--- config.mk ---
export PLATFORM = sky130hd
export DESIGN_NAME = gar_attr_reg
export DESIGN_NICKNAME = d
export VERILOG_FILES = /design/src/core/gar_pkg.sv /design/src/core/gar_tick.sv /design/src/core/gar_attr_reg.sv
export SDC_FILE = /design/constraint.sdc
export NUM_CORES = 1
export LEC_CHECK = 0
export BUFFER_PORTS_ARGS = -buffer_cell sky130_fd_sc_hd__buf_2
export CORE_ASPECT_RATIO = 0.75
export CORE_MARGIN = 5
export CORE_UTILIZATION = 30
export DETAILED_ROUTE_END_ITERATION = 12
export PLACE_DENSITY_LB_ADDON = 0.3
export SYNTH_ARGS = -nofsm -noshare
export SYNTH_HDL_FRONTEND = slang
export SYNTH_HIERARCHICAL = 1
export SYNTH_SLANG_ARGS = --single-unit
--- constraint.sdc ---
create_clock -name clk -period 4.45 [get_ports clk]
set_clock_uncertainty 0.15 [all_clocks]
set_input_delay 0.445 -clock clk [delete_from_list [all_inputs] [get_ports clk]]
set_output_delay 0.445 -clock clk [all_outputs]
set_load 0.05 [all_outputs]
--- src/core/gar_pkg.sv ---
package gar_pkg;

	// ------------------------------------------------------------
	// Sizes and timing
	// ------------------------------------------------------------
	localparam int          NUM_ATTR       = 4;
	localparam int          ATTR_W         = 2;
	localparam int          CLK_HZ         = 50000000;
	localparam int          TICK_US        = 1000;
	localparam int          TICK_CYCLES    = (CLK_HZ / 1000000) * TICK_US;
	localparam int          TICK_W         = 16;
	localparam logic [7:0]  LEAVE_TICKS    = 8'h3C;
	localparam int          CNT_W          = 8;

	// ------------------------------------------------------------
	// Message codes on the transmit and receive ports
	// ------------------------------------------------------------
	localparam logic [2:0]  MSG_NONE       = 3'h0;
	localparam logic [2:0]  MSG_JOIN_IN    = 3'h1;
	localparam logic [2:0]  MSG_JOIN_EMPTY = 3'h2;
	localparam logic [2:0]  MSG_LEAVE      = 3'h3;
	localparam logic [2:0]  MSG_LEAVE_ALL  = 3'h4;
	localparam logic [2:0]  MSG_EMPTY      = 3'h5;

	// ------------------------------------------------------------
	// Applicant states, Gray along VO-VP-AA-QA; reduced uses VO-VP-AA-QA too
	// ------------------------------------------------------------
	typedef enum logic [2:0] {
		APP_VO = 3'h0,
		APP_VP = 3'h1,
		APP_AA = 3'h3,
		APP_QA = 3'h2,
		APP_PM = 3'h6
	} gar_app_type;

	// Registrar states
	typedef enum logic [1:0] {
		REG_MT = 2'h0,
		REG_IN = 2'h1,
		REG_LV = 2'h3
	} gar_reg_type;

	// Registrar reports registration in IN or LV only
	function automatic logic gar_registered(input gar_reg_type s);
		return (s == REG_IN) || (s == REG_LV);
	endfunction

endpackage

--- src/core/gar_tick.sv ---
`timescale 1ns/100ps
`default_nettype none

// ------------------------------------------------------------
// Periodic tick divider
// ------------------------------------------------------------
module gar_tick
	import gar_pkg::*;
(
	input  wire logic clk,
	input  wire logic rst_n,
	output logic      tick
);

	logic [TICK_W-1:0] cnt_q;

	// Free-running divider, one-cycle pulse at wrap
	always_ff @(posedge clk)
	begin
		if (!rst_n)
		begin
			cnt_q <= '0;
			tick  <= 1'b0;
		end
		else if (cnt_q == TICK_W'(TICK_CYCLES - 1))
		begin
			cnt_q <= '0;
			tick  <= 1'b1;
		end
		else
		begin
			cnt_q <= cnt_q + TICK_W'(1);
			tick  <= 1'b0;
		end
	end

endmodule // gar_tick

`default_nettype wire

--- src/core/gar_attr_reg.sv ---
`timescale 1ns/100ps
`default_nettype none

// Overview of operation
// - Critical Join messages go out twice per join so one loss is survived.
// - Join flavour follows local registration (not reduced): JoinIn if registered, else JoinEmpty.
// - A QA member (not reduced) hearing JoinEmpty answers with a JoinIn.
// - Joining with no members (not reduced): two JoinEmpty, then settle in QA.
// - Joining with one other member registered: send two JoinIns.
// - Two joins heard (not reduced), even from one member: go passive member, silent join and leave.
// - Any received JoinEmpty moves the registrar to IN.
// - Reduced applicant option: two JoinIns to join, one Leave to leave.
// - Registrar never transmits anything.
// - Registered output true in IN or LV, false in MT.
// - LV falls to MT after LeaveTime with no Join heard meanwhile.
// - Join request moves VO to VP, waiting for a transmit chance.
// - Second Join sent at a later chance moves AA to QA, joins stop.

module gar_attr_reg
	import gar_pkg::*;
(
	input  wire logic              clk,
	input  wire logic              rst_n,
	input  wire logic              reduced_mode,
	input  wire logic              join_req,
	input  wire logic              leave_req,
	input  wire logic [ATTR_W-1:0] req_attr,
	input  wire logic              rx_valid,
	input  wire logic [2:0]        rx_msg,
	input  wire logic [ATTR_W-1:0] rx_attr,
	input  wire logic              tx_opp,
	output logic                   tx_valid,
	output logic [2:0]             tx_msg,
	output logic [ATTR_W-1:0]      tx_attr,
	output logic [NUM_ATTR-1:0]    registered,
	output logic [NUM_ATTR-1:0]    member
);

	// ------------------------------------------------------------
	// Tick and per-attribute state
	// ------------------------------------------------------------
	logic                     tick;
	gar_app_type              app_q   [NUM_ATTR];
	gar_reg_type              reg_q   [NUM_ATTR];
	logic [CNT_W-1:0]         lv_q    [NUM_ATTR];
	logic [1:0]               heard_q [NUM_ATTR];
	logic                     lvpend_q[NUM_ATTR];
	logic                     answer_q[NUM_ATTR];
	logic [NUM_ATTR-1:0]      want;
	logic [ATTR_W-1:0]        sel;
	logic                     sel_ok;

	gar_tick u_tick
	(
		.clk   (clk),
		.rst_n (rst_n),
		.tick  (tick)
	);

	// Attribute wants the next transmit chance
	always_comb
	begin
		sel    = '0;
		sel_ok = 1'b0;
		for (int i = NUM_ATTR - 1; i >= 0; i--)
		begin
			want[i] = (app_q[i] == APP_VP) || (app_q[i] == APP_AA) ||
			          answer_q[i] || lvpend_q[i];
			if (want[i])
			begin
				sel    = ATTR_W'(i);
				sel_ok = 1'b1;
			end
		end
	end

	// ------------------------------------------------------------
	// Per-attribute machines
	// ------------------------------------------------------------
	genvar g;
	generate
		for (g = 0; g < NUM_ATTR; g++)
		begin : g_attr
			logic hit_rx;
			logic hit_req;
			logic sent;
			logic rx_join;
			assign hit_rx  = rx_valid && (rx_attr == ATTR_W'(g));
			assign hit_req = req_attr == ATTR_W'(g);
			assign sent    = tx_opp && sel_ok && (sel == ATTR_W'(g));
			assign rx_join = hit_rx && ((rx_msg == MSG_JOIN_IN) || (rx_msg == MSG_JOIN_EMPTY));

			// Count every join heard, saturating at two; LeaveAll clears it
			always_ff @(posedge clk)
			begin
				if (!rst_n)
					heard_q[g] <= 2'h0;
				else if (hit_rx && (rx_msg == MSG_LEAVE_ALL))
					heard_q[g] <= 2'h0;
				else if (rx_join && heard_q[g] != 2'h2)
					heard_q[g] <= heard_q[g] + 2'h1;
			end

			// Registrar: passive, it only records state
			always_ff @(posedge clk)
			begin
				if (!rst_n)
				begin
					reg_q[g] <= REG_MT;
					lv_q[g]  <= '0;
				end
				else if (rx_join)
					reg_q[g] <= REG_IN;
				else if (hit_rx && (rx_msg == MSG_LEAVE || rx_msg == MSG_LEAVE_ALL)
				         && reg_q[g] != REG_MT)
				begin
					reg_q[g] <= REG_LV;
					lv_q[g]  <= LEAVE_TICKS;
				end
				else if (reg_q[g] == REG_LV && tick)
				begin
					if (lv_q[g] <= CNT_W'(1))
						reg_q[g] <= REG_MT;
					else
						lv_q[g] <= lv_q[g] - CNT_W'(1);
				end
			end

			// Pending answer to a JoinEmpty while in QA, not reduced; set wins over send
			always_ff @(posedge clk)
			begin
				if (!rst_n)
					answer_q[g] <= 1'b0;
				else if (hit_rx && rx_msg == MSG_JOIN_EMPTY && app_q[g] == APP_QA
				         && !reduced_mode)
					answer_q[g] <= 1'b1;
				else if (sent)
					answer_q[g] <= 1'b0; // Any send retires it, so a leave cannot strand it
			end

			// Leave pending until the next send of this attribute; a rejoin supersedes it
			always_ff @(posedge clk)
			begin
				if (!rst_n)
					lvpend_q[g] <= 1'b0;
				else if (leave_req && hit_req && (app_q[g] == APP_AA || app_q[g] == APP_QA))
					lvpend_q[g] <= 1'b1;
				else if (sent)
					lvpend_q[g] <= 1'b0;
			end

			// Applicant machine
			always_ff @(posedge clk)
			begin
				if (!rst_n)
					app_q[g] <= APP_VO;
				else
				begin
					case (app_q[g])
						APP_VO:
						begin
							if (join_req && hit_req)
							begin
								if (!reduced_mode && heard_q[g] == 2'h2)
									app_q[g] <= APP_PM;
								else
									app_q[g] <= APP_VP;
							end
						end
						APP_VP:
							if (leave_req && hit_req)
								app_q[g] <= APP_VO;
							else if (sent)
								app_q[g] <= APP_AA;
						APP_AA:
							if (leave_req && hit_req)
								app_q[g] <= APP_VO;
							else if (sent)
								app_q[g] <= APP_QA;
						APP_QA:
							if (leave_req && hit_req)
								app_q[g] <= APP_VO;
						APP_PM:
							if (leave_req && hit_req)
								app_q[g] <= APP_VO;
						default:
							app_q[g] <= APP_VO;
					endcase
				end
			end
		end
	endgenerate

	// ------------------------------------------------------------
	// Transmit port; only the applicant side drives it
	// ------------------------------------------------------------
	always_ff @(posedge clk)
	begin
		if (!rst_n)
		begin
			tx_valid <= 1'b0;
			tx_msg   <= MSG_NONE;
			tx_attr  <= '0;
		end
		else if (tx_opp && sel_ok)
		begin
			tx_valid <= 1'b1;
			tx_attr  <= sel;
			if (lvpend_q[sel] && app_q[sel] == APP_VO)
				tx_msg <= MSG_LEAVE;
			else if (reduced_mode || gar_registered(reg_q[sel]))
				tx_msg <= MSG_JOIN_IN;
			else
				tx_msg <= MSG_JOIN_EMPTY;
		end
		else
		begin
			tx_valid <= 1'b0;
			tx_msg   <= MSG_NONE;
		end
	end

	// Status outputs, registered; registrar state reaches tx only through the JoinIn/JoinEmpty choice
	always_ff @(posedge clk)
	begin
		if (!rst_n)
		begin
			registered <= '0;
			member     <= '0;
		end
		else
		begin
			for (int i = 0; i < NUM_ATTR; i++)
			begin
				registered[i] <= gar_registered(reg_q[i]);
				member[i]     <= (app_q[i] == APP_AA) || (app_q[i] == APP_QA) ||
				                 (app_q[i] == APP_PM);
			end
		end
	end

endmodule // gar_attr_reg

`default_nettype wire

Yosys cells after proc, flatten, opt, wreduce, memory -nomap -nowiden

Memory sizes are Yosys's and may differ from the RTL's.
Index checks and enable logic that the tools add are counted.
W data, S select, Z words.

Bits in registers: 31
Bits in writable memories: 68
Bits of input ports: 14
Output and inout bits: 14
Word-level logic and storage cells: 648
Memories: 6

Memory list:

| memory   | depth | width | read ports | clocked after Yosys merged registers in | wr ports | line               | source |
|---|---|---|---|---|---|---|---|
| lv_q     | 4     | 8     | 4          | 0                                       | 4        | gar_attr_reg.sv:45 | `logic [CNT_W-1:0] lv_q [NUM_ATTR];` |
| app_q    | 4     | 3     | 5          | 0                                       | 4        | gar_attr_reg.sv:43 | `gar_app_type app_q [NUM_ATTR];` |
| heard_q  | 4     | 2     | 4          | 0                                       | 4        | gar_attr_reg.sv:46 | `logic [1:0] heard_q [NUM_ATTR];` |
| reg_q    | 4     | 2     | 5          | 0                                       | 4        | gar_attr_reg.sv:44 | `gar_reg_type reg_q [NUM_ATTR];` |
| answer_q | 4     | 1     | 4          | 0                                       | 4        | gar_attr_reg.sv:48 | `logic answer_q[NUM_ATTR];` |
| lvpend_q | 4     | 1     | 5          | 0                                       | 4        | gar_attr_reg.sv:47 | `logic lvpend_q[NUM_ATTR];` |

$add $sub $neg: 9
Order comparisons: 4
Eq/ne operators: 48
Muxes and demuxes: 381
Bitwise gates (word level): 82
Reduce and logical (&&, ||, !) cells: 110

Operator list:

| cell                    | number |
|---|---|
| $mux W1                 | 311 |
| $mux W3                 | 36 |
| $or A1 B1 Y1            | 80 |
| $mux W8                 | 8 |
| $logic_and A1 B1 Y1     | 62 |
| $mux W2                 | 26 |
| $le A8 B1 Y1 const B    | 4 |
| $sub A8 B1 Y8 const B   | 4 |
| $eq A2 B2 Y1 const B    | 15 |
| $eq A3 B2 Y1 const B    | 10 |
| $logic_or A1 B1 Y1      | 28 |
| $reduce_or A5 Y1        | 4 |
| $add A16 B1 Y16 const B | 1 |
| $eq A16 B16 Y1 const B  | 1 |
| $eq A2 B1 Y1 const B    | 8 |
| $eq A3 B1 Y1 const B    | 5 |
| $eq A3 B3 Y1 const B    | 5 |
| $logic_not A3 Y1        | 5 |
| $add A2 B1 Y2 const B   | 4 |
| $ne A2 B2 Y1 const B    | 4 |
| $reduce_bool A2 Y1      | 4 |
| $logic_not A2 Y1        | 3 |
| $reduce_or A3 Y1        | 1 |
| $not A1 Y1              | 2 |
| 3 further kinds         | 3 |

Logic depth before layout (Yosys ltp)

Gate-level depths: netlist (run 1).
An unclocked memory read counts as a cell.

Word-level depth: 22
Mapped depth: 8
Depth with buffers taken out: 7

Cells and area by module

The synthesis (run 1) kept the hierarchy.

By module, submodules not included:

| module       | instances | cells an instance | area an instance (sq um) | seq. area each (sq um) |
|---|---|---|---|---|
| gar_attr_reg | 1         | 456               | 4499.3                   | 2282.2 |
| gar_tick     | 1         | 81                | 778.2                    | 340.3 |

Worst setup path before layout (run 1)

No wires, ideal clock.

Kind: input -> register
Start: input rx_msg[1]
End: memory lv_q[3][0] (enable)
Setup time: 404 ps
Arrival: 2043 ps
Required time: 3896 ps
Setup slack: 1853 ps
Stages on the path: 3
Path buffers: 0
Cell sequence: nor3b_2 > a21oi_2 > o311ai_0

RTL lines:

| item        | line               | source |
|---|---|---|
| from (decl) | gar_attr_reg.sv:29 | `input wire logic [2:0] rx_msg,` |
| to (decl)   | gar_attr_reg.sv:45 |  |

==> key figures, run 1 <==
Synthesis
  • Most common cell in the synthesized netlist: nor2_1
  • Synth area leaders: edfxtp_1 38%, dfxtp_1 12%, nor2_1 5.8%
  • Synth area leader: edfxtp_1
  • Seq/Total Area, Yosys: 0.497
  • Syn Nets: 564
  • EDFF count, synth: 66
  • Mapped Area: 5280 sq um
  • Synth Area per Inst: 9.83 sq um
  • Fraction of registers with async set/reset: 0
  • Synthesized instance count: 537
  • Most used DFF post-synth: edfxtp_1
  • Synthesized flop and latch total: 98
  • Synth top area share: 0.376
  • Synth warnings: 6
  • Post-synth top cells: 81 x nor2_1, 66 x edfxtp_1, 32 x dfxtp_1
  • Count of cell types in the netlist: 73

GRT
  • Vias in the first global route: 3818
  • Antenna violations before repair: 0
  • Global-route wire length before repair: 19.7 mm
  • Largest net degree at the start of global routing: 37
  • Gr ovfl total: 0
  • Total track usage: 0.120

Setup path
  • Max incr delay on CP: 0.43 ns
  • Buf/Inv on CP: 0
  • Crit Path Max Fanout: 9
  • Startpoint Class: flip-flop
  • WS Path Type: flip-flop to flip-flop
  • Critical-path top delay cell: edfxtp_1
  • Worst-path cell chain: or3_1 -> or2_1 -> nor4_1 -> or4_1 -> o311ai_1
  • WP data required: 4.27 ns
  • Crit end category: flip-flop
  • Cell family with most CP delay: simple AND/OR/NAND/NOR gates
  • CP arrival: 2.57 ns

Clock network
  • CTS tree: done
  • Post-CTS Setup Bufs: 0
  • Post-CTS Hold Fix Bufs: 0
  • CTS sink cnt: 98
  • Clock latency at the later pin of the worst-skew pair: 0.35 ns
  • Root buffer cell: clkbuf_16
  • TritonCTS Buffers: 9
  • Post-CTS sizing: 0
  • CTS Buffer Depth: 2
  • H-tree levels: 3
  • Clk pin slew, worst setup/hold paths: 0.08 ns

Power and ir drop
  • Cell Pwr Density: 349 nW/um^2
  • Total power: 2.06 mW
  • LEAKAGE: 2.19 nW
  • VDD IR max: 159 uV

STA
  • Max Slew Vio Count: 0
  • Crit path time final: 2.75 ns
  • Max Clk Rate: 364 MHz
  • Min Hold Slack: 0.312 ns
  • Slew HR: 0.139
  • Tcrit/Tclk final: 0.618
  • Setup tns final: 0 ns
  • Final Hold Vio Count: 0
  • Final WS setup: 1.70 ns
  • Unrepaired setup endpoints after global routing: no
  • Setup-failing EPs final: 0
  • Slew of the pin with the lowest slew margin: 1.27 ns

Cells and area
  • Final non-filler cell total: 803
  • Layout area overhead: 11.9%
  • Inserted Diodes: 0
  • Nets@finish: 583
  • Layout cells sized above 1: 0.114
  • Final core occ: 0.338
  • Fin area: 5900 sq um

Placed design
  • Pre-CTS setup slack: 1.62 ns
  • Placed Instance Area: 5620 sq um
  • Placed insts: 787
  • Placed wire-length estimate: 8.73 mm
  • GPL Wtd Cong: 0.825
  • PortBufs: 26

Routing
  • Via count: 3957
  • Routed wl met3: 663 microns
  • Highest metal used: met4
  • Routed len/inst: 14.6 microns
  • TritonRoute pass-1 iters: 4
  • Met2 WL post-DR: 5.12 mm
  • Vias/cell: 4.93
  • Metal-1 WL: 5.84 mm
  • Final wirelength: 11.8 mm
  • DRC: 0
  • Detailed Route Iter0 Violations: 418
  • Final ANT Viol Nets: 0

Outcome
  • Status: finished clean

Die
  • Rows: 42
  • I/O Pins: 28
  • Die W: 163 microns
  • Full die area: 20400 sq um
  • Total core area: 17400 sq um
  • Die height: 125 microns
  • Initial Util: 0.302

Worst hold path
  • Worst min path class: flip-flop to flip-flop

Job
  • Max-cap viol count: 0
==> final cells by class <==
class	instances	area, sq um
clock buffer	10	229
sequential	98	2620
fill	1806	11500
inverter	30	113
timing repair buffer	27	138
clock inverter	6	55.1
tap	242	303
multi-input combinational	390	2440
==> cells by family after synthesis <==
| logic type | synth area share |
|---|---|
| and+or+nand+nor | 0.256 |
| xor gates and xnor gates | 0.0631 |
| AOI/OAI and AO/OA | 0.110 |
| other | 0.000711 |
| DFF | 0.497 |
| adders and majority gates | 0.0308 |
| muxes | 0.00213 |
| buffers and inverters | 0.0398 |
==> path summary, 6_finish.rpt <==
check                                  start                    endpoint  slack (ns)  depth (start not counted)
setup reg to reg        lv_q[1][3]$_DFFE_PP_    lv_q[1][6]$_SDFFCE_PN0P_        1.70                          5
hold / removal    u_tick/cnt_q[0]$_SDFF_PP0_  u_tick/cnt_q[0]$_SDFF_PP0_        0.31                          1
hold reg to reg   u_tick/cnt_q[0]$_SDFF_PP0_  u_tick/cnt_q[0]$_SDFF_PP0_        0.31                          1
setup / recovery        lv_q[1][3]$_DFFE_PP_    lv_q[1][6]$_SDFFCE_PN0P_        1.70                          5
==> layer usage <==
metal / GRT usage / vias to the layer above
li1: - / 1985
met1: 0.173 / 1877
met2: 0.176 / 84
met3: 0.0321 / 11
met4: 0.0325 / 0
met5: 0 / -
==> power by group <==
| part | leakage, nW | total (mW) | internal [mW] | switching, mW |
|---|---|---|---|---|
| Sequential | 0.951 | 1.07 | 1.02 | 0.0473 |
| Clock | 0.140 | 0.750 | 0.392 | 0.359 |
| Combinational | 1.10 | 0.246 | 0.0826 | 0.163 |
==> registers in the layout, summed over array words and instances, names as in the netlist <==
name          flops
answer_q          4
app_q            12
heard_q           8
lv_q             32
lvpend_q          4
member            4
reg_q             8
registered        4
tx_attr           2
tx_msg            2
tx_valid          1
u_tick/cnt_q     16
u_tick/tick       1
==> worst register-to-register path, stage by stage, from the launching register on <==
cell and delay [ns]:
edfxtp_1 0.43, or3_1 0.42, or2_1 0.25, nor4_1 0.34, or4_1 0.36, o311ai_1 0.43
==> layout by cell type, fill, tap and decap left out, drive strengths merged, types with 3 or more instances in the layout <==
cell type / count
nor2: 84
edfxtp: 66
inv: 34
dfxtp: 32
nand2: 29
xnor2: 28
buf: 27
nor3: 23
a21oi: 23
o21ai: 23
nor4: 20
nand3: 18
ha: 13
or3: 11
xor2: 10
nand4: 10
clkbuf: 10
and2: 8
and3: 8
nand2b: 7
a21o: 7
nor2b: 6
o22ai: 4
nand3b: 4
nor3b: 4
or2: 4
o2bb2ai: 3
o31ai: 3
o311ai: 3
a31oi: 3
a31o: 3
or3b: 3
Note: power is estimated with default switching activity, not from simulation.
==> run 2, diff against run 1 <==
ABC_AREA = 1   (was unset)
clock period = 2.8 ns   (was 4.45 ns; I/O delays follow)
==> run 2 against run 1 <==
First-iteration DRC count fell by 13%. Largest cell class unchanged. Synthesized cell count increased by 33%. Area after synthesis rose by 9.5%. Global-route usage fell by 0.40 points. Critical endpoint is now lv_q[0][1]$_SDFFCE_PN0P_. Combinational power grew 78%. Critical path type unchanged.
==> key figures, run 2 <==
Cells and area
  • Inserted Diodes: 0 (unchanged)
  • Register Area: 2620 sq um (unchanged)
  • Final core occ: 0.340 (was 0.338)
  • Fin area: 6520 sq um (was 5900 sq um)
  • Commonest non-fill, non-tap cell in the layout: inv_1 (was nor2_1)
  • Final non-filler cell total: 1003 (was 803)
  • Layout cells sized above 1: 0.159 (was 0.114)
  • Nets@finish: 773 (was 583)
  • Layout area overhead: 12.8% (was 11.9%)
  • Max reg flops: 32 (unchanged)
  • Most frequent cells in the layout: 112 x inv_1, 110 x nand2_1, 106 x nor2_1, 66 x edfxtp_1, 62 x nand3_1 (was 81 x nor2_1, 66 x edfxtp_1, 32 x dfxtp_1, 29 x inv_1)
  • Regs by FF count: lv_q x32, u_tick/cnt_q x16, app_q x12 (unchanged)
  • Most flops, register: lv_q (unchanged)
  • Number of fill cells in the layout: 2019 (was 1806)
  • Area of the multi-input gates: 2620 sq um (was 2440 sq um)

Routing
  • DRC: 0 (unchanged)
  • Final ANT Viol Nets: 0 (unchanged)
  • TritonRoute pass-1 iters: 4 (unchanged)
  • Final wirelength: 12.2 mm (was 11.8 mm)
  • Detailed Route Iter0 Violations: 364 (was 418)
  • Vias/cell: 4.49 (was 4.93)
  • Via count: 4500 (was 3957)
  • Routed len/inst: 12.1 microns (was 14.6 microns)

Outcome
  • Status: finished clean (unchanged)

GRT
  • Vias in the first global route: 4190 (was 3818)
  • Global-route wire length before repair: 20.4 mm (was 19.7 mm)
  • Gr ovfl total: 0 (unchanged)
  • Antenna violations before repair: 0 (unchanged)
  • Largest net degree at the start of global routing: 32 (was 37)
  • Total track usage: 0.116 (was 0.120)

Worst hold path
  • Hold Path Depth: 3 (was 1)
  • Origin of the worst min-delay path: tx_opp (was u_tick/cnt_q[0]$_SDFF_PP0_)
  • Worst min path class: primary input to flip-flop (was flip-flop to flip-flop)
  • Worst Hold End: tx_attr[1]$_SDFFE_PN0N_ (was u_tick/cnt_q[0]$_SDFF_PP0_)

Clock network
  • Clock latency at the later pin of the worst-skew pair: 0.35 ns (about the same)
  • H-tree levels: 3 (unchanged)
  • Post-CTS sizing: 0 (unchanged)
  • Clk pin slew, worst setup/hold paths: 0.07 ns (was 0.08 ns)
  • Root buffer cell: clkbuf_16 (unchanged)
  • TritonCTS Buffers: 9 (unchanged)
  • Post-CTS Hold Fix Bufs: 0 (unchanged)
  • CTS Buffer Depth: 2 (unchanged)
  • CTS sink cnt: 98 (unchanged)
  • Post-CTS Setup Bufs: 0 (unchanged)
  • CTS tree: done (unchanged)

Setup path
  • WS Path Type: flip-flop to flip-flop (unchanged)
  • Worst-path cell chain: inv_1 -> ha_1 -> o21ai_0 -> nor4_1 -> nor3_2 -> inv_2 -> nand2_1 (was or3_1 -> or2_1 -> nor4_1 -> or4_1 -> o311ai_1)
  • Critical-path top delay cell: nor4_1 (was edfxtp_1)
  • Startpoint Class: flip-flop (unchanged)
  • R2R depth: 7 (was 5)
  • Worst flop-to-flop path endpoint: lv_q[0][1]$_SDFFCE_PN0P_ (was lv_q[1][6]$_SDFFCE_PN0P_)
  • CP arrival: 2.17 ns (was 2.57 ns)
  • WP data required: 2.68 ns (was 4.27 ns)
  • Crit end category: flip-flop (unchanged)
  • Crit Path Max Fanout: 8 (was 9)
  • Reg2Reg Launch Point: lv_q[0][0]$_SDFFCE_PN0P_ (was lv_q[1][3]$_DFFE_PP_)
  • Buf/Inv on CP: 2 (was 0)
  • Flop-to-flop setup slack: 0.52 ns (was 1.70 ns)
  • Cell family with most CP delay: simple AND/OR/NAND/NOR gates (unchanged)
  • Max incr delay on CP: 0.44 ns (was 0.43 ns)

Synthesis
  • Most common cell in the synthesized netlist: inv_1 (was nor2_1)
  • Fraction of registers with async set/reset: 0 (unchanged)
  • Seq/Total Area, Yosys: 0.454 (was 0.497)
  • Mapped Area: 5780 sq um (was 5280 sq um)
  • Post-synth top cells: 112 x inv_1, 110 x nand2_1, 106 x nor2_1 (was 81 x nor2_1, 66 x edfxtp_1, 32 x dfxtp_1)
  • Most used DFF post-synth: edfxtp_1 (unchanged)
  • Synthesized flop and latch total: 98 (unchanged)
  • Synth top area share: 0.343 (was 0.376)
  • Synthesized instance count: 713 (was 537)
  • Synth Area per Inst: 8.11 sq um (was 9.83 sq um)
  • Synth area leaders: edfxtp_1 34%, dfxtp_1 11%, inv_1 7.3% (was edfxtp_1 38%, dfxtp_1 12%, nor2_1 5.8%)
  • Synth warnings: 6 (unchanged)
  • Count of cell types in the netlist: 48 (was 73)
  • Synth area leader: edfxtp_1 (unchanged)
  • Syn Nets: 740 (was 564)
  • EDFF count, synth: 66 (unchanged)

STA
  • Slew of the pin with the lowest slew margin: 0.602 ns (was 1.27 ns)
  • Slew HR: 0.593 (was 0.139)
  • Final WS setup: 0.517 ns (was 1.70 ns)
  • Final Hold Vio Count: 0 (unchanged)
  • Min Hold Slack: 0.114 ns (was 0.312 ns)
  • Max Clk Rate: 438 MHz (was 364 MHz)
  • Setup-failing EPs final: 0 (unchanged)
  • Max Slew Vio Count: 0 (unchanged)
  • Tcrit/Tclk final: 0.815 (was 0.618)
  • Unrepaired setup endpoints after global routing: no (unchanged)
  • Setup tns final: 0 ns (unchanged)
  • Crit path time final: 2.28 ns (was 2.75 ns)

Placed design
  • PortBufs: 26 (unchanged)
  • Pre-CTS setup slack: 0.524 ns (was 1.62 ns)
  • Placed wire-length estimate: 9.44 mm (was 8.73 mm)
  • Placed Instance Area: 6210 sq um (was 5620 sq um)
  • Placed insts: 988 (was 787)
  • GPL Wtd Cong: 0.825 (about the same)

Die
  • Full die area: 22200 sq um (was 20400 sq um)
  • Rows: 44 (was 42)
  • I/O Pins: 28 (unchanged)
  • Total core area: 19200 sq um (was 17400 sq um)
  • Die W: 170 microns (was 163 microns)
  • Initial Util: 0.302 (about the same)
  • Die height: 130 microns (was 125 microns)

Power and ir drop
  • Cell Pwr Density: 523 nW/um^2 (was 349 nW/um^2)
  • VDD IR max: 235 uV (was 159 uV)
  • LEAKAGE: 2.74 nW (was 2.19 nW)
  • Total power: 3.41 mW (was 2.06 mW)

Job
  • Max-cap viol count: 0 (unchanged)
[run 2: where the power goes]
part | internal (mW) | leakage (nW) | total, mW | switching [mW]
logic | 0.133 | 1.65 | 0.438 | 0.305
registers | 1.61 | 0.949 | 1.67 | 0.0506
clock network | 0.776 | 0.141 | 1.30 | 0.529
[run 2: how the worst max path moves through the flow]
stage	from	end	slack (ns)	cells past startpoint
6_report	lv_q[0][0]$_SDFFCE_PN0P_	lv_q[0][1]$_SDFFCE_PN0P_	0.52	7
5_1_grt	lv_q[1][0]$_SDFFCE_PN0P_	lv_q[1][3]$_DFFE_PP_	0.34	9
4_1_cts	lv_q[0][0]$_SDFFCE_PN0P_	lv_q[0][1]$_SDFFCE_PN0P_	0.51	7
3_5_place_dp	lv_q[0][0]$_SDFFCE_PN0P_	lv_q[0][7]$_SDFFCE_PN0P_	0.52	7
3_3_place_gp	lv_q[0][0]$_SDFFCE_PN0P_	lv_q[0][2]$_DFFE_PP_	0.54	7
2_1_floorplan	lv_q[1][0]$_SDFFCE_PN0P_	lv_q[1][0]$_SDFFCE_PN0P_	0.85	9
[run 2: worst register-to-register path, delay by kind of cell (launching register included)]
| family | cells | cell delay, ns |
|---|---|---|
| buffers and inverters | 2 | 0.28 |
| AOI/OAI and AO/OA | 1 | 0.09 |
| DFF | 1 | 0.42 |
| adders and majority gates | 1 | 0.21 |
| and+or+nand+nor | 3 | 0.82 |
[run 2: area by class of cell]
cell class / count / share of cell area
inverters: 125 / 0.0720
multi-input cells: 481 / 0.402
repair buffers: 31 / 0.0276
clock inverters: 5 / 0.0123
well taps: 253 / 0.0486
clock buffers: 10 / 0.0351
flip-flops and latches: 98 / 0.402
[run 2: metal layers]
layer / GRT usage / wire length, microns / up-vias
li1: - / - / 2396
met1: 0.161 / 6320 / 2017
met2: 0.175 / 5140 / 73
met3: 0.0294 / 473 / 14
met4: 0.0408 / 220 / 0
met5: 0 / 0 / -
[run 2: kinds of logic (layout without fill, tap and decap cells)]
logic type,count (synthesis),count (layout),share of synthesized area
xor+xnor,25,25,0.0379
simple gates,377,377,0.315
buf+inv,134,171,0.0931
other cells,1,1,0.000649
compound gates,65,65,0.0710
fa+ha+maj,13,13,0.0281
flops,98,98,0.454
